===== src/design/mad_pkg.sv =====
// Shared constants, types and address helpers for the multiplexed command link
package mad_pkg;

    localparam int BALLS      = 19;
    localparam int LADDR      = 21;
    localparam int BANKS      = 8;
    localparam int BANK_BITS  = 3;

    // Command kinds, as seen by software and by the command decoder
    typedef enum logic [1:0] {
        K_READ    = 2'b00,
        K_WRITE   = 2'b01,
        K_REFRESH = 2'b10,
        K_LOAD    = 2'b11
    } mad_kind_type;

    // Pin encoding {we_n, ref_n} while select is low
    localparam logic [1:0] PIN_LOAD    = 2'h0;
    localparam logic [1:0] PIN_WRITE   = 2'h1;
    localparam logic [1:0] PIN_REFRESH = 2'h2;
    localparam logic [1:0] PIN_READ    = 2'h3;

    // Mode load field positions (ball numbers)
    localparam int MR_CFG0 = 0;
    localparam int MR_CFG1 = 3;
    localparam int MR_CFG2 = 4;
    localparam int MR_MUX  = 5;
    localparam int MR_BL0  = 8;
    localparam int MR_BL1  = 9;
    localparam int MR_DLL  = 3;
    localparam int MR_HIGH = 10;

    localparam logic [1:0] BL2 = 2'h0;
    localparam logic [1:0] BL4 = 2'h1;
    localparam logic [1:0] BL8 = 2'h2;

    localparam logic [2:0] CFG_MIN   = 3'h1;
    localparam logic [2:0] CFG_MAX   = 3'h5;
    localparam logic [2:0] CFG_SHORT = 3'h4;
    // Bank cycle and latencies in multiplexed mode, indexed by configuration
    localparam logic [3:0] BANK_CYCLE_TAB [1:5] = '{4'h4, 4'h6, 4'h8, 4'h3, 4'h5};
    localparam logic [3:0] READ_LAT_TAB   [1:5] = '{4'h5, 4'h7, 4'h9, 4'h4, 4'h6};
    localparam logic [3:0] WRITE_LAT_TAB  [1:5] = '{4'h6, 4'h8, 4'hA, 4'h5, 4'h7};

    localparam logic [2:0] CFG_RESET  = 3'h2;
    localparam logic [1:0] BL_RESET   = BL4;

    localparam int CLK_PERIOD_PS          = 5000;
    localparam int MODE_LOAD_RECOVERY_NS  = 30;
    localparam int MODE_LOAD_RECOVERY_CYC =
        (MODE_LOAD_RECOVERY_NS * 1000 + CLK_PERIOD_PS - 1) / CLK_PERIOD_PS;
    localparam int DUMMY_LOADS  = 2;
    localparam int INIT_NOPS    = 1024;
    localparam int NOPS_PER_REF = INIT_NOPS / BANKS;

    // Balls that carry the address in the first phase
    localparam logic [18:0] P1_MASK = 19'h6_6739;

    // Register map of the controller
    localparam logic [7:0] REG_CTRL   = 8'h00;
    localparam logic [7:0] REG_MODE   = 8'h04;
    localparam logic [7:0] REG_CMD    = 8'h08;
    localparam logic [7:0] REG_ADDR   = 8'h0C;
    localparam logic [7:0] REG_STATUS = 8'h10;
    localparam int CTRL_INIT = 0;
    localparam int CTRL_LOAD = 1;
    localparam int MODE_CFG  = 0;
    localparam int MODE_BL   = 4;
    localparam int MODE_DLL  = 8;
    localparam int CMD_KIND  = 0;
    localparam int CMD_BANK  = 4;
    localparam int ST_DONE   = 0;
    localparam int ST_BUSY   = 1;
    localparam int ST_PEND   = 2;
    localparam int ST_BAD    = 3;

    function automatic logic mad_use_a19(int width, logic [1:0] bl);
        return (width == 18 && bl == BL2) || (width == 9 && bl != BL8);
    endfunction

    function automatic logic mad_use_a20(int width, logic [1:0] bl);
        return width == 9 && bl == BL2;
    endfunction

    function automatic logic [18:0] mad_phase2(logic [20:0] a, logic u19, logic u20);
        logic [18:0] p;
        p     = '0;
        p[3]  = a[1];
        p[4]  = a[2];
        p[8]  = a[6];
        p[9]  = a[7];
        p[13] = a[11];
        p[14] = a[12];
        p[17] = a[16];
        p[18] = a[15];
        p[10] = u19 & a[19];
        p[0]  = u20 & a[20];
        return p;
    endfunction

    function automatic logic [20:0] mad_join(logic [18:0] p1, logic [18:0] p2,
                                             logic u19, logic u20);
        logic [20:0] a;
        a        = {2'h0, p1 & P1_MASK};
        a[1]     = p2[3];
        a[2]     = p2[4];
        a[6]     = p2[8];
        a[7]     = p2[9];
        a[11]    = p2[13];
        a[12]    = p2[14];
        a[16]    = p2[17];
        a[15]    = p2[18];
        a[19]    = u19 & p2[10];
        a[20]    = u20 & p2[0];
        return a;
    endfunction

endpackage


===== src/design/mad_if.sv =====
// Command and address pins between controller and memory command decoder
interface mad_if;
    logic        cs_n;
    logic        we_n;
    logic        ref_n;
    logic [18:0] addr;
    logic [2:0]  bank;

    modport ctrl (output cs_n, we_n, ref_n, addr, bank);
    modport dram (input cs_n, we_n, ref_n, addr, bank);
endinterface


===== src/design/mad_ctrl.sv =====
// Memory controller end: power-up sequence, mode loads and spaced commands
// Overview of operation
// - Power-up: two dummy loads, then one valid load
// - Dummy loads drive every address ball low
// - Mode loads hold balls ten to eighteen low
// - Flat load with ball five high enters multiplexed mode
// - Wait recovery before the two-cycle multiplexed load
// - Multiplexed load sets balls 0,3,4,5,8,9 as defined
// - Refresh all eight banks among 1024 idle cycles
// - Restart delay loop after clock period change
// - Delay-loop restart bit turns the loop off
// - Address goes out in two phases
// - Second phase carries bits on shared balls
// - Multiplexed mode adds one latency cycle
// - Five configurations set cycle and latencies
// - Never program burst eight in configurations one, four
// - Three-cycle config: write then read needs four
// - Refresh executes on the following rising edge
// - Refresh takes one cycle; next command follows
// - Write after write, same bank, waits bank cycle
// - Write after read, same bank, waits bank cycle
//
// Our own choices: strobed register access and the address map.
module mad_ctrl
    import mad_pkg::*;
#(
    parameter int WIDTH        = 36,
    parameter int RECOVERY_CYC = MODE_LOAD_RECOVERY_CYC,
    parameter int REF_GAP      = NOPS_PER_REF
) (
    input  wire logic        MCLK,
    input  wire logic        RST,
    input  wire logic [7:0]  REG_ADDRESS,
    input  wire logic [31:0] REG_WDATA,
    input  wire logic        REG_WRITE,
    input  wire logic        REG_READ,
    output logic [31:0]      REG_RDATA,
    mad_if.ctrl              PINS
);
    typedef enum logic [3:0] {
        S_IDLE  = 4'h0,
        S_DUMMY = 4'h1,
        S_ENTER = 4'h2,
        S_WAIT  = 4'h3,
        S_MUX1  = 4'h4,
        S_MUX2  = 4'h5,
        S_REF   = 4'h6,
        S_RUN   = 4'h7,
        S_PH2   = 4'h8
    } mad_cstate_type;

    mad_cstate_type state;
    mad_cstate_type after_wait;
    logic [10:0]    wait_cnt;
    logic [2:0]     ref_bank;
    logic           init_done;
    logic [2:0]     mode_cfg;
    logic [1:0]     mode_bl;
    logic           mode_dll;
    logic           load_pend;
    logic           cmd_pend;
    logic           bad_mode;
    mad_kind_type   cmd_kind;
    logic [2:0]     cmd_bank;
    logic [20:0]    cmd_addr;
    logic [3:0]     bank_cnt [BANKS];

    // Register port decode
    wire wr_ctrl   = REG_WRITE && REG_ADDRESS == REG_CTRL;
    wire wr_mode   = REG_WRITE && REG_ADDRESS == REG_MODE;
    wire wr_cmd    = REG_WRITE && REG_ADDRESS == REG_CMD;
    wire wr_addr   = REG_WRITE && REG_ADDRESS == REG_ADDR;
    wire busy      = state != S_IDLE && state != S_RUN;
    wire [31:0] status = {28'h0, bad_mode, cmd_pend, busy, init_done};
    wire [31:0] rd_mux =
        REG_ADDRESS == REG_MODE   ? {23'h0, mode_dll, 2'h0, mode_bl, 1'b0, mode_cfg} :
        REG_ADDRESS == REG_CMD    ? {25'h0, cmd_bank, 2'h0, cmd_kind} :
        REG_ADDRESS == REG_ADDR   ? {11'h0, cmd_addr} :
        REG_ADDRESS == REG_STATUS ? status : 32'h0;
    wire [2:0] new_cfg = REG_WDATA[MODE_CFG +: 3];
    wire [1:0] new_bl  = REG_WDATA[MODE_BL +: 2];
    wire mode_legal = new_cfg >= CFG_MIN && new_cfg <= CFG_MAX && new_bl != 2'h3 &&
                      !(new_bl == BL8 && (new_cfg == CFG_MIN || new_cfg == CFG_SHORT));

    // Issue decision and pin contents
    wire        bank_free = bank_cnt[cmd_bank] == 4'h0;
    wire        issue     = state == S_RUN && !load_pend && cmd_pend && bank_free;
    wire        u19       = mad_use_a19(WIDTH, mode_bl);
    wire        u20       = mad_use_a20(WIDTH, mode_bl);
    wire [18:0] ph1       = cmd_addr[18:0] & P1_MASK;
    wire [18:0] ph2       = mad_phase2(cmd_addr, u19, u20);
    wire [3:0]  bank_cycle_time       = BANK_CYCLE_TAB[mode_cfg];
    wire [1:0]  cmd_pins  = cmd_kind == K_WRITE   ? PIN_WRITE :
                            cmd_kind == K_REFRESH ? PIN_REFRESH : PIN_READ;
    wire        ref_issue = state == S_REF;
    wire        do_load   = (wr_ctrl && REG_WDATA[CTRL_LOAD]) || (wr_mode && mode_legal);

    logic       next_cs_n;
    logic [1:0] next_code;
    logic [18:0] next_addr;
    logic [2:0] next_bank;

    always_comb begin
        next_cs_n = 1'b1;
        next_code = PIN_READ;
        next_addr = '0;
        next_bank = '0;
        unique case (state)
            S_DUMMY: begin
                next_cs_n = 1'b0;
                next_code = PIN_LOAD;
            end
            S_ENTER: begin
                next_cs_n = 1'b0;
                next_code = PIN_LOAD;
                next_addr[MR_MUX] = 1'b1;
            end
            S_MUX1: begin
                next_cs_n = 1'b0;
                next_code = PIN_LOAD;
                next_addr[MR_CFG0] = mode_cfg[0];
                next_addr[MR_CFG1] = mode_cfg[1];
                next_addr[MR_CFG2] = mode_cfg[2];
                next_addr[MR_MUX]  = 1'b1;
                next_addr[MR_BL0]  = mode_bl[0];
                next_addr[MR_BL1]  = mode_bl[1];
            end
            S_MUX2: begin
                next_addr[MR_DLL] = mode_dll;
            end
            S_REF: begin
                next_cs_n = 1'b0;
                next_code = PIN_REFRESH;
                next_bank = ref_bank;
            end
            S_RUN: begin
                if (issue) begin
                    next_cs_n = 1'b0;
                    next_code = cmd_pins;
                    next_bank = cmd_bank;
                    next_addr = cmd_kind == K_REFRESH ? 19'h0 : ph1;
                end
            end
            S_PH2: begin
                next_addr = ph2;
            end
            S_IDLE, S_WAIT: begin
            end
        endcase
    end

    always_ff @(posedge MCLK) begin
        if (RST) begin
            PINS.cs_n  <= 1'b1;
            PINS.we_n  <= 1'b1;
            PINS.ref_n <= 1'b1;
            PINS.addr  <= '0;
            PINS.bank  <= '0;
            REG_RDATA  <= '0;
        end else begin
            PINS.cs_n  <= next_cs_n;
            {PINS.we_n, PINS.ref_n} <= next_code;
            PINS.addr  <= next_addr;
            PINS.bank  <= next_bank;
            REG_RDATA  <= REG_READ ? rd_mux : 32'h0;
        end
    end

    // Per-bank bank-cycle counters
    for (genvar b = 0; b < BANKS; b++) begin : g_bank
        wire hit_cmd = issue && cmd_bank == 3'(b);
        wire hit_ref = ref_issue && ref_bank == 3'(b);
        // Writes in the three-cycle configuration hold the bank one cycle longer
        wire [3:0] extra = (cmd_kind == K_WRITE && bank_cycle_time == 4'h3) ? 4'h1 : 4'h0;
        always_ff @(posedge MCLK) begin
            if (RST) begin
                bank_cnt[b] <= 4'h0;
            end else if (hit_cmd) begin
                bank_cnt[b] <= bank_cycle_time - 4'h1 + extra;
            end else if (hit_ref) begin
                bank_cnt[b] <= bank_cycle_time - 4'h1;
            end else if (bank_cnt[b] != 4'h0) begin
                bank_cnt[b] <= bank_cnt[b] - 4'h1;
            end
        end
    end

    // Software-visible settings and pending requests
    always_ff @(posedge MCLK) begin
        if (RST) begin
            mode_cfg  <= CFG_RESET;
            mode_bl   <= BL_RESET;
            mode_dll  <= 1'b0;
            bad_mode  <= 1'b0;
            cmd_kind  <= K_READ;
            cmd_bank  <= '0;
            cmd_addr  <= '0;
            cmd_pend  <= 1'b0;
            load_pend <= 1'b0;
        end else begin
            if (wr_mode) begin
                bad_mode <= !mode_legal;
                if (mode_legal) begin
                    mode_cfg <= new_cfg;
                    mode_bl  <= new_bl;
                    mode_dll <= REG_WDATA[MODE_DLL];
                end
            end
            if (wr_addr && !cmd_pend) begin
                cmd_addr <= REG_WDATA[20:0];
            end
            if (wr_cmd && !cmd_pend && init_done && REG_WDATA[1:0] != K_LOAD) begin
                cmd_kind <= mad_kind_type'(REG_WDATA[CMD_KIND +: 2]);
                cmd_bank <= REG_WDATA[CMD_BANK +: 3];
                cmd_pend <= 1'b1;
            end else if (issue) begin
                cmd_pend <= 1'b0;
            end
            if (do_load && init_done) begin
                load_pend <= 1'b1;
            end else if (state == S_MUX1) begin
                load_pend <= 1'b0;
            end
        end
    end

    // Sequencer
    always_ff @(posedge MCLK) begin
        if (RST) begin
            state      <= S_IDLE;
            after_wait <= S_IDLE;
            wait_cnt   <= '0;
            ref_bank   <= '0;
            init_done  <= 1'b0;
        end else begin
            unique case (state)
                S_IDLE: begin
                    if (wr_ctrl && REG_WDATA[CTRL_INIT]) begin
                        state    <= S_DUMMY;
                        wait_cnt <= 11'(DUMMY_LOADS - 1);
                    end
                end
                S_DUMMY: begin
                    if (wait_cnt == '0) begin
                        state <= S_ENTER;
                    end else begin
                        wait_cnt <= wait_cnt - 11'h1;
                    end
                end
                S_ENTER: begin
                    state      <= S_WAIT;
                    wait_cnt   <= 11'(RECOVERY_CYC - 1);
                    after_wait <= S_MUX1;
                end
                S_WAIT: begin
                    if (wait_cnt == '0) begin
                        state <= after_wait;
                    end else begin
                        wait_cnt <= wait_cnt - 11'h1;
                    end
                end
                S_MUX1: begin
                    state <= S_MUX2;
                end
                S_MUX2: begin
                    state      <= S_WAIT;
                    wait_cnt   <= 11'(RECOVERY_CYC - 1);
                    after_wait <= init_done ? S_RUN : S_REF;
                end
                S_REF: begin
                    state      <= S_WAIT;
                    wait_cnt   <= 11'(REF_GAP - 1);
                    ref_bank   <= ref_bank + 3'h1;
                    after_wait <= ref_bank == 3'(BANKS - 1) ? S_RUN : S_REF;
                    init_done  <= ref_bank == 3'(BANKS - 1);
                end
                S_RUN: begin
                    if (load_pend) begin
                        state <= S_MUX1;
                    end else if (issue && cmd_kind != K_REFRESH) begin
                        state <= S_PH2;
                    end
                end
                S_PH2: begin
                    state <= S_RUN;
                end
                default: begin
                    state <= S_IDLE;
                end
            endcase
        end
    end
endmodule


===== src/flat_wrapper.sv =====
// flat-port wrapper written by rule: the top's interface ports become plain ports
module mad_ctrl_flat import mad_pkg::*;
#(
    parameter int WIDTH        = 36,
    parameter int RECOVERY_CYC = MODE_LOAD_RECOVERY_CYC,
    parameter int REF_GAP      = NOPS_PER_REF
)
  (MCLK, RST, REG_ADDRESS, REG_WDATA, REG_WRITE, REG_READ, REG_RDATA, PINS_cs_n, PINS_we_n, PINS_ref_n, PINS_addr, PINS_bank);
  mad_if PINS_i ();
  input  wire logic MCLK;
  input  wire logic RST;
  input  wire logic [7:0] REG_ADDRESS;
  input  wire logic [31:0] REG_WDATA;
  input  wire logic REG_WRITE;
  input  wire logic REG_READ;
  output logic [31:0] REG_RDATA;
  output wire logic [$bits(PINS_i.cs_n)-1:0] PINS_cs_n;
  output wire logic [$bits(PINS_i.we_n)-1:0] PINS_we_n;
  output wire logic [$bits(PINS_i.ref_n)-1:0] PINS_ref_n;
  output wire logic [$bits(PINS_i.addr)-1:0] PINS_addr;
  output wire logic [$bits(PINS_i.bank)-1:0] PINS_bank;
  assign PINS_cs_n = PINS_i.cs_n;
  assign PINS_we_n = PINS_i.we_n;
  assign PINS_ref_n = PINS_i.ref_n;
  assign PINS_addr = PINS_i.addr;
  assign PINS_bank = PINS_i.bank;
  mad_ctrl #(.WIDTH(WIDTH), .RECOVERY_CYC(RECOVERY_CYC), .REF_GAP(REF_GAP)) u_core (.MCLK(MCLK), .RST(RST), .REG_ADDRESS(REG_ADDRESS), .REG_WDATA(REG_WDATA), .REG_WRITE(REG_WRITE), .REG_READ(REG_READ), .REG_RDATA(REG_RDATA), .PINS(PINS_i));
endmodule

===== config.mk =====
export PLATFORM = sky130hd
export DESIGN_NAME = mad_ctrl_flat
export DESIGN_NICKNAME = d
export VERILOG_FILES = /design/src/design/mad_pkg.sv /design/src/design/mad_if.sv /design/src/design/mad_ctrl.sv /design/src/flat_wrapper.sv
export SDC_FILE = /design/constraint.sdc
export NUM_CORES = 1
export LEC_CHECK = 0
export BUFFER_PORTS_ARGS = -buffer_cell sky130_fd_sc_hd__buf_2
export CORE_ASPECT_RATIO = 0.7
export CORE_UTILIZATION = 58
export DETAILED_ROUTE_END_ITERATION = 10
export PLACE_DENSITY = 0.81
export SETUP_SLACK_MARGIN = 0.05
export SLEW_MARGIN = 20
export SYNTH_ARGS = -nofsm -noshare
export SYNTH_HDL_FRONTEND = slang
export SYNTH_SLANG_ARGS = --single-unit

===== constraint.sdc =====
create_clock -name MCLK -period 3.4 [get_ports MCLK]
set_input_delay 0.34 -clock MCLK [delete_from_list [all_inputs] [get_ports MCLK]]
set_output_delay 0.34 -clock MCLK [all_outputs]
set_load 0.01 [all_outputs]

# Word level (Yosys, flattened, before mapping)
# Memory sizes are Yosys's and may differ from the RTL's. A register that Yosys moved wholly into a read port is not among the register bits.
# Cells that the tools add are included.
# op_classes
add_sub_neg	12
order_cmp	3
n_eq_ne	41
mux	163
n_bitwise	28
n_reduce_logical	77
# op_table
op	n
4-bit 2-to-1 mux	32
1-bit 2-to-1 mux	107
11-bit case mux with 4 select lines	1
4-bit nonzero test	10
1-bit logical AND	38
19-bit 2-to-1 mux	2
4-bit by 1-bit subtractor with 4-bit output (second input constant)	9
4-bit case mux with 7 select lines	1
3-bit == test (second input constant)	9
1-bit bitwise OR	24
11-bit 2-to-1 mux	2
21-bit 2-to-1 mux	1
9-bit 2-to-1 mux	2
9-bit case mux with 2 select lines	1
4-bit by 3-bit == test with 1-bit output (second input constant)	4
8-bit by 4-bit == test with 1-bit output (second input constant)	2
3-bit by 2-bit == test with 1-bit output (second input constant)	4
4-bit by 2-bit == test with 1-bit output (second input constant)	3
2-bit case mux with 3 select lines	2
4-bit case mux with 3 select lines	1
3-bit OR reduction	4
11-bit zero test	1
11-bit by 1-bit subtractor with 11-bit output (second input constant)	1
3-bit by 1-bit == test with 1-bit output (second input constant)	3
36 further kinds	60
# totals
regBits	115
ramBits	32
romBits	32
input_bits	44
output_inout_bits	57
word_cells	350
n_memories	2
# memory_table
memory	depth	width	read_ports	rd_ports_with_merged_regs	wr	line_no	text
(no name shown)	8	4	1	0	0	mad_ctrl.sv:92	wire [3:0] bank_cycle_time = BANK_CYCLE_TAB[mode_cfg];
u_core.bank_cnt	8	4	9	1	8	mad_ctrl.sv:66	logic [3:0] bank_cnt [BANKS];

# Logic depth before layout (Yosys ltp)
# Gate-level depths: netlist of run 1.
# logic_depth
depth_word	11
mapped_depth	9
depth_no_buf	8

# Least setup slack after synthesis of run 1
# Ideal clock, no wire load.
# synth_timing
path_type	reg-to-reg
from	memory u_core.bank_cnt[6][0]
to	memory u_core.bank_cnt[7][2] (data pin)
setup_time_ns	0.271
arrival_ns	2.155
required_time_ns	3.129
path_slack_ns	0.974
path_stages_with_launch	8
path_buffers	1
period_less_slack_ns	2.426
cell_sequence	edfxtp_1 > or3_4 > nor4b_2 > nor4_4 > or4_4 > buf_6 > a21oi_1 > a311oi_2
# synth_lines
element	line_no
from (decl)	mad_ctrl.sv:66

==> out/metrics.cfg, run 1 <==
[final_layout]
drive_above_1_share = 0.172
area_growth_pct = 14.1
diodes = 0
final_nets = 914
fill_cells = 866
design_area_um2 = 7850

[clock_tree]
clkSinkCount = 130
cts_tree = done
post_cts_buffers = 0
numCtsBuffers = 17
cts-resized-gates = 0
hold_buffers = 0
htree_levels = 4
clk_latency_ps = 420
clk_path_buf_depth = 2
cts-root-buf = clkbuf_16
clkSlewWorstSetupHoldPaths_ps = 60

[grt]
grt_pass1_vias = 6016
grt_max_degree = 46
antenna_found_initial = 0
grt-ovfl-total = 0
grt_pass1_wl_um = 29400
grt.total_usage = 0.305

[timing]
max_freq_ghz = 0.349
fin_crit_sh = 0.843
grt_setup_unrepaired = no
fin_ws_ps = 534
tightest_slew_ps = 1110
finalSetupViolations = 0
max-slew-margin-rel = 0.253
finClkSkew_ps = 6.31
final-hold-violation-count = 0
tns_ps = 0
final.min_clock_period_ps = 2870
finalMaxSlewViolations = 0

[run]
drv_cap = 0

[floorplan]
dieArea_um2 = 12300
placementRows = 32
chipWidth_um = 132
die_h_um = 93.1
start_util = 0.609
coreArea_um2 = 11300
ios = 101

[synthesis]
ys.flop_type = dfxtp_1
ys_ff_latch = 130
seq_area_frac_synth = 0.425
syn_area_per_cell_um2 = 8.68
synth_edf_count = 32
ys_async_sr_fraction = 0
ys_warn_count = 0
ys_types = 79
synthCells = 792
netlist_area_um2 = 6880

[worst_setup_path]
end_kind = register
cp-start-kind = register
path_class = reg2reg
rr_endpoint = u_core.bank_cnt[2][2]
reg2reg_slack_ps = 530
r2r-start = u_core.state[3]
arrival_ps = 3000
cp.required_ps = 3530
rr_worst_depth = 6
critPathMaxFanout = 15

[min_path]
min_to = u_core.cmd_addr[11]
hold_path_class = in2reg
hp-start = REG_WDATA[11]
hold_depth = 3

[status]
outcome = completed

[detailed_routing]
drc = 0
vias_per_cell = 6.21
drt_wl_total_um = 18300
drt_first_pass_iters = 11
vias = 6328
drtIter0Drc = 597
post_drt_wl_per_cell_um = 17.9
detail-route-antenna-nets = 0

[place]
port_buffers = 70
dp_slack_ps = 695
detailed_place_hpwl_um = 13100
place_area_um2 = 7270
routabilityCongestion = 1.02

[power]
vdd_drop_max_v = 0.000376
pwr_density_cell_nw_per_um2 = 696
p_leak_nw = 2.99

[cells in the final DEF (no fill, tap or decap), types with 17 or more instances in the layout]
cell / count
inv_1: 34
edfxtp_1: 32
conb_1: 19
dfxtp_1: 98
nand2_1: 98
clkbuf_16: 17
and2_1: 17
o21ai_0: 28
ha_1: 17
a21oi_1: 62
buf_2: 70
nor2_1: 78
nand3_1: 19
nor3_1: 22
[cell usage after synthesis, types with 12 or more instances]
| library cell | n | area (µm²) |
|---|---|---|
| nor3_1 | 22 | 110 |
| mux2i_1 | 12 | 120 |
| dfxtp_1 | 98 | 1960 |
| nor2_1 | 78 | 293 |
| inv_1 | 34 | 128 |
| o21ai_0 | 28 | 140 |
| ha_1 | 17 | 213 |
| nand3_1 | 19 | 95.1 |
| xnor2_1 | 12 | 105 |
| a21oi_1 | 62 | 310 |
| buf_4 | 20 | 150 |
| nand2_1 | 98 | 368 |
| and2_1 | 17 | 106 |
| clkbuf_1 | 29 | 109 |
| edfxtp_1 | 32 | 961 |
[sequential cells by signal, indices dropped and copies added (netlist names), 3 cells and up, named ones only]
name               count
u_core.PINS.addr      11
u_core.PINS.bank       3
u_core.REG_RDATA      21
u_core.after_wait      3
u_core.bank_cnt       32
u_core.cmd_addr       21
u_core.cmd_bank        3
u_core.mode_cfg        3
u_core.ref_bank        3
u_core.state           4
u_core.wait_cnt       11
[area by class of cell]
type	count	area, µm²	area share
clock buffers	19	453	0.0577
clock inverters	13	124	0.0158
inverters	35	131	0.0167
multi-input cells	587	3580	0.457
flip-flops and latches	130	2920	0.373
well taps	153	191	0.0244
repair buffers	82	440	0.0561
[critical path, cell delays in order (launching register included)]
cell and delay, ps:
dfxtp_1 460, nand2b_1 310, nor3_1 470, and4_1 420, nand3_4 180, o31ai_1 550
a22oi_1 190
[worst max-delay path by stage]
| stage | startpoint | endpoint | slack [ps] | depth (start not counted) |
|---|---|---|---|---|
| 2_1_floorplan | u_core.bank_cnt[6][0] | u_core.bank_cnt[7][2] | 970 | 7 |
| 4_1_cts | u_core.state[3] | u_core.bank_cnt[2][2] | 640 | 6 |
| 3_5_place_dp | u_core.state[3] | u_core.bank_cnt[2][1] | 700 | 6 |
| 6_report | u_core.state[3] | u_core.bank_cnt[2][2] | 530 | 6 |
| 5_1_grt | u_core.state[3] | u_core.bank_cnt[2][2] | 460 | 6 |
| 3_3_place_gp | u_core.state[3] | u_core.bank_cnt[7][2] | 770 | 6 |
[metal layers]
layer / part of all wire / GRT usage / vias to the layer above
met5: 0 / 0 / -
met4: 0.012 / 0.0969 / 0
met3: 0.11 / 0.0851 / 30
met2: 0.44 / 0.468 / 370
met1: 0.43 / 0.417 / 2974
li1: - / - / 2954
[report_power, final]
| group | internal, W | switching, W | leakage (nW) | total [W] |
|---|---|---|---|---|
| sequential | 0.00191 | 0.000206 | 1.15 | 0.00212 |
| combinational | 0.000668 | 0.000901 | 1.56 | 0.00157 |
| clock | 0.00105 | 0.000719 | 0.282 | 0.00177 |
[stage by stage]
step            util  total power, W  hold slack (ps)  cells
6_report       0.695         0.00546              152   1019
5_1_grt        0.695         0.00575              155   1019
4_1_cts        0.695         0.00544              148   1019
3_5_place_dp   0.644         0.00366              444    987
3_3_place_gp   0.644         0.00356              437    987
2_1_floorplan      -         0.00331              430    810
[kinds of logic after synthesis]
group | count (synthesis) | share of synthesized area
other | 1 | 0.000545
adders and majority gates | 17 | 0.0309
buffers and inverters | 93 | 0.0639
AOI/OAI and AO/OA | 179 | 0.171
DFF | 130 | 0.425
muxes | 19 | 0.0289
xor gates and xnor gates | 14 | 0.0178
and+or+nand+nor | 339 | 0.262
Note: power is estimated with default switching activity, not from simulation.
==> inputs of run 2 (changes only) <==
- ABC_AREA: unset -> 1
- CORE_UTILIZATION: 58 -> 52
- PLACE_DENSITY: 0.81 -> 0.76
- clock period: 3.4 -> 2.3 ns (I/O delays scaled with it)
==> run 2 against run 1 <==
Net effect: hold slack got worse by 120 ps; maximum frequency increased by 37%; area after synthesis increased by 2.0%; sequential share of layout area shrank 1.3 points; via count grew 3.4%; combinational power is 68% higher; utilization down 7.7 points; first-iteration DRC count shrank 4.5%; largest cell class unchanged; setup slack lost 330 ps; global-route usage fell by 3.0 points; largest power group unchanged.
==> out/metrics.cfg, run 2 <==
[timing]
fin_ws_ps = 204
finClkSkew_ps = 8.73
tightest_slew_ps = 534
grt_setup_unrepaired = no
finalMaxSlewViolations = 0
fin_crit_sh = 0.911
final-hold-violation-count = 0
tns_ps = 0
final.min_clock_period_ps = 2100
max_freq_ghz = 0.477
finalSetupViolations = 0
max-slew-margin-rel = 0.643

[status]
outcome = completed

[synthesis]
synth_area_leader_cell = dfxtp_1
synth_edf_count = 32
yosysTopAreaCellShare = 0.280
seq_area_frac_synth = 0.417
syn_area_per_cell_um2 = 7.44
yosys-top-cells-area = dfxtp_1 (28%), edfxtp_1 (14%), nand2_1 (10%)
yosysMostFrequentCell = nand2_1
synth_adder_area_share = 0.0303
ys_async_sr_fraction = 0
ys.flop_type = dfxtp_1
netlist_area_um2 = 7020
ys_warn_count = 0
ys_ff_latch = 130
synthXorXnorAreaFrac = 0.0250
synthCells = 943
yosys.area_share.simple = 0.288
synth_top_family_by_area = simple AND/OR/NAND/NOR gates
ys_types = 45
netlist_top_cells_count = nand2_1 (188), inv_1 (151), dfxtp_1 (98)
synthMuxAreaShare = 0
synth_compound_area_frac = 0.117

[clock_tree]
clk_latency_ps = 420
hold_buffers = 0
clkSinkCount = 130
htree_levels = 4
cts-root-buf = clkbuf_16
clk_path_buf_depth = 2
cts_tree = done
post_cts_buffers = 0
numCtsBuffers = 17
clkSlewWorstSetupHoldPaths_ps = 60

[worst_setup_path]
critPathTopFamily = simple AND/OR/NAND/NOR gates
cp-start-kind = register
cp_slowest_cell = edfxtp_1
path_depth = 9
reg2reg_slack_ps = 200
rr_endpoint = u_core.bank_cnt[7][3]
critPathMaxFanout = 8
path_cells = nor2_2 -> nand3_1 -> nand2_1 -> nand3_1 -> nand3_2 -> nand3_4 -> clkinv_4 -> nand3_4 -> nand4_1
rr_worst_depth = 9
path_buf_inv = 1
path_class = reg2reg
end_kind = register
cp.required_ps = 2400
r2r-start = u_core.bank_cnt[4][2]
arrival_ps = 2200
max_stage_delay_ps = 430

[floorplan]
placementRows = 35
chipWidth_um = 141
dieArea_um2 = 14000
coreArea_um2 = 13200
die_h_um = 99.2
ios = 101
start_util = 0.532

[power]
p_leak_nw = 3.80
internal-power_w = 0.00540
clock_power_share = 0.323
switching_share = 0.358
vdd_drop_max_v = 0.000492
power_switching_w = 0.00301
p_comb_frac = 0.315
power_frac_seq = 0.362
pwr_density_cell_nw_per_um2 = 1030

[final_layout]
largest_reg_flops = 32
seqCellArea_um2 = 2920
design_area_um2 = 8140
final_common_cell = nand2_1
drive_above_1_share = 0.162
diodes = 0
largest_register = u_core.bank_cnt
fill_cells = 1126
final_cell_mix = nand2_1 (188), inv_1 (150), dfxtp_1 (97)
final_nets = 1083
area_growth_pct = 16.0
reg.largest.list = u_core.bank_cnt: 32 flops, u_core.REG_RDATA: 21 flops, u_core.cmd_addr: 21 flops
multiInputGateArea_um2 = 3310

[detailed_routing]
detail-route-antenna-nets = 0
drt_first_pass_iters = 5
post_drt_wl_per_cell_um = 14.9
drc = 0
drtIter0Drc = 570
drt_wl_total_um = 18200
vias_per_cell = 5.37
vias = 6542

[grt]
use_met2 = 0.406
use_met3 = 0.0616
globalRoute.busiestLayer = met1
grt.total_usage = 0.275
grt-ovfl-total = 0
grt_pass1_vias = 5982
grt_pass1_wl_um = 30000
grt_max_degree = 43
use_met1 = 0.408
antenna_found_initial = 0

[place]
routabilityCongestion = 0.990
port_buffers = 70
detailed_place_hpwl_um = 13000
place_area_um2 = 7540
dp_slack_ps = 221

[run]
drv_cap = 0

[min_path]
min_to = u_core.cmd_addr[3]
hp-start = REG_WDATA[3]
hold_depth = 3
hold_path_class = in2reg

## run 2: cell count changes after synthesis, moves of 16 or more
cell and delta:
inv_1 +117, nand2_1 +90, nand3_1 +41, nand4_1 +35, o21ai_0 +31, and2_1 -17
clkbuf_1 -16
## run 2: per-layer routing
layer | part of all wire | up-vias
li1 | - | 3210
met2 | 0.41 | 280
met5 | 0 | -
met4 | 0.0097 | 0
met3 | 0.089 | 20
met1 | 0.49 | 3032
## run 2: logic make-up (layout without fill, tap and decap cells)
kind of cell | count (synthesis) | in the layout
simple gates | 420 | 420
flops | 130 | 130
fa+ha+maj | 17 | 17
buf+inv | 206 | 279
other cells | 1 | 19
xor+xnor | 20 | 20
compound gates | 149 | 149
## run 2: cell type report
class                           instances  area share
Clock inverter                         12      0.0144
Inverter                              161      0.0748
Multi-Input combinational cell        625       0.406
Timing Repair Buffer                   87      0.0587
Clock buffer                           19      0.0584
Tap cell                              185      0.0284
Sequential cell                       130       0.359
## run 2: power groups by stage
stage	logic (W)	registers [W]	clock network, W
floorplan	0.00201	0.00302	0
global placement	0.00247	0.00307	0
detailed placement	0.00255	0.00308	0
CTS	0.00261	0.00303	0.00273
global route	0.00301	0.00309	0.00284
finish	0.00264	0.00304	0.00272
## run 2: worst max path at each step
| stage | start | end | slack [ps] |
|---|---|---|---|
| final | u_core.bank_cnt[4][2] | u_core.bank_cnt[7][3] | 200 |
| after global routing | u_core.bank_cnt[4][2] | u_core.bank_cnt[7][3] | 70 |
| after CTS | register | u_core.bank_cnt[7][3] | 190 |
| after detailed placement | register | u_core.bank_cnt[6][0] | 220 |
| after global placement | register | u_core.bank_cnt[6][1] | 250 |
| after floorplan | u_core.mode_cfg[2] | u_core.bank_cnt[4][1] | 540 |
## run 2: stage by stage
step           std cells  power [W]   util  hold WS (ps)
2_1_floorplan        961    0.00503      -           358
3_3_place_gp        1188    0.00555  0.572           414
3_5_place_dp        1188    0.00563  0.572           416
4_1_cts             1219    0.00837  0.617          30.2
5_1_grt             1219    0.00894  0.618          42.3
6_report            1219    0.00840  0.618          34.5
## run 2: repair_timing
item,CTS,global route
resized for setup,0,2
endpoints found under the setup margin,0,21
hold endpoints to repair,0,0
## run 2: tightest hold or removal path, cell delays in order
cell,delay (ps)
buf_2,90
inv_1,40
a21oi_1,40
==> inputs of run 3 (changes only) <==
- CORE_ASPECT_RATIO: 0.7 -> unset
- SKIP_CTS_REPAIR_TIMING: unset -> 1
==> run 3 against run 2 <==
Net effect: power shrank 0.99%; die area is essentially flat; hold slack lost 2.3 ps; count of clock-buffer cells in the layout grew 4; wire length shrank 6.2%; sequential share of layout area is essentially flat; maximum frequency shrank 0.59%; register-to-register slack is essentially flat; design area shrank 0.14%; non-clock buffer count shrank 4; clock power is essentially flat; global-route usage shrank 2.2 points; critical path type unchanged; largest power group unchanged.
==> out/metrics.cfg, run 3 (synthesis gave the netlist of run 2 again) <==
[status]
outcome = completed

[place]
detailed_place_hpwl_um = 12300
place_area_um2 = 7520
port_buffers = 70
routabilityCongestion = 0.941

[power]
power_frac_seq = 0.364
power_switching_w = 0.00286
p_leak_nw = 3.79
clock_power_share = 0.329
internal-power_w = 0.00546
switching_share = 0.344
pwr_density_cell_nw_per_um2 = 1020
p_comb_frac = 0.307
vdd_drop_max_v = 0.000678

[timing]
tns_ps = 0
max-slew-margin-rel = 0.647
tightest_slew_ps = 528
fin_crit_sh = 0.917
grt_setup_unrepaired = no
finClkSkew_ps = 10.0
final.min_clock_period_ps = 2110
max_freq_ghz = 0.474
finalMaxSlewViolations = 0
finalSetupViolations = 0
final-hold-violation-count = 0

[detailed_routing]
drt_wl_total_um = 17100
detail-route-antenna-nets = 0
vias = 6360
drc = 0
drt_first_pass_iters = 6
drtIter0Drc = 519
vias_per_cell = 5.27
post_drt_wl_per_cell_um = 14.1

[clock_tree]
cts_tree = done
clkSlewWorstSetupHoldPaths_ps = 60
clk_latency_ps = 430
clk_path_buf_depth = 2
numCtsBuffers = 17
cts-root-buf = clkbuf_16
htree_levels = 4
clkSinkCount = 130

[worst_setup_path]
cp.required_ps = 2410
rr_worst_depth = 9
path_cells = o21ai_0 -> nand3_1 -> nand2_1 -> nand2_1 -> nand2_2 -> nand3_4 -> clkinv_4 -> nand3_4 -> nand4_1
arrival_ps = 2220
cp_slowest_cell = edfxtp_1
critPathMaxFanout = 8
max_stage_delay_ps = 420
rr_endpoint = u_core.bank_cnt[3][0]
path_buf_inv = 1
cp-start-kind = register
end_kind = register
path_class = reg2reg
critPathTopFamily = simple AND/OR/NAND/NOR gates
r2r-start = u_core.bank_cnt[1][2]
reg2reg_slack_ps = 190

[min_path]
hold_depth = 3
hp-start = REG_WDATA[9]
min_to = u_core.cmd_addr[9]
hold_path_class = in2reg

[final_layout]
final_common_cell = nand2_1
design_area_um2 = 8130
final_nets = 1079
reg.largest.list = u_core.bank_cnt: 32 flops, u_core.REG_RDATA: 21 flops, u_core.cmd_addr: 21 flops
largest_reg_flops = 32
fin_util = 0.616
fill_cells = 1226
diodes = 0
largest_register = u_core.bank_cnt
final_cell_mix = nand2_1 (188), inv_1 (150), dfxtp_1 (97)
area_growth_pct = 15.9
drive_above_1_share = 0.157

[grt]
grt_pass1_wl_um = 27700
grt_pass1_vias = 6013
grt.total_usage = 0.253
grt_max_degree = 39
grt-ovfl-total = 0
antenna_found_initial = 0

[floorplan]
dieArea_um2 = 14000
placementRows = 42
coreArea_um2 = 13200
chipWidth_um = 118
start_util = 0.532
die_h_um = 118
ios = 101

[run]
drv_cap = 0

-- run 3: cell types whose count changed in the layout (fill, tap and decap cells not counted), sizes merged --
cell    change
buf         -4
clkbuf      +4
clkinv      +2
inv         -5
-- run 3: power by group through the flow --
| stage | clock network [W] | registers [W] | logic (W) |
|---|---|---|---|
| final | 0.00274 | 0.00303 | 0.00255 |
| after global routing | 0.00287 | 0.00306 | 0.00292 |
| after CTS | 0.00276 | 0.00303 | 0.00253 |
| after detailed placement | 0 | 0.00307 | 0.00249 |
| after global placement | 0 | 0.00306 | 0.00244 |
| after floorplan | 0 | 0.00302 | 0.00201 |
-- run 3: how the worst max path moves through the flow --
stage	startpoint	to	slack [ps]	depth (start not counted)
global route	u_core.bank_cnt[1][2]	u_core.bank_cnt[3][0]	80	9
finish	u_core.bank_cnt[1][2]	u_core.bank_cnt[3][0]	190	9
floorplan	u_core.mode_cfg[2]	u_core.bank_cnt[4][1]	540	8
CTS	register	u_core.bank_cnt[3][0]	140	10
global placement	register	u_core.bank_cnt[3][0]	210	10
detailed placement	register	u_core.bank_cnt[3][0]	160	10
-- run 3: area by class of cell --
class | instances | area, µm² | share of cell area
multi-input combinational | 625 | 3300 | 0.406
clock buffer | 23 | 522 | 0.0642
inverter | 161 | 609 | 0.0749
tap | 176 | 220 | 0.0271
sequential | 130 | 2920 | 0.360
clock inverter | 9 | 91.3 | 0.0112
timing repair buffer | 83 | 460 | 0.0566
-- run 3: tightest hold or removal path, cell delays in order --
cell	delay [ps]
buf_2	90
inv_1	40
a21oi_1	50
-- run 3: metrics by stage --
step | setup WS [ps] | cells | hold WS (ps) | power [W]
6_report | 192 | 1207 | 32.2 | 0.00832
5_1_grt | 77.0 | 1207 | 35.6 | 0.00885
3_3_place_gp | 211 | 1175 | 415 | 0.00550
3_5_place_dp | 164 | 1175 | 419 | 0.00556
4_1_cts | 141 | 1207 | 21.1 | 0.00832
2_1_floorplan | 540 | 961 | 358 | 0.00503
-- run 3: routing by layer --
metal / GRT usage / part of all wire / vias to the layer above
met5: 0 / 0 / -
met4: 0.0954 / 0.020 / 0
met3: 0.0772 / 0.082 / 34
met2: 0.436 / 0.48 / 252
met1: 0.295 / 0.41 / 2878
li1: - / - / 3196
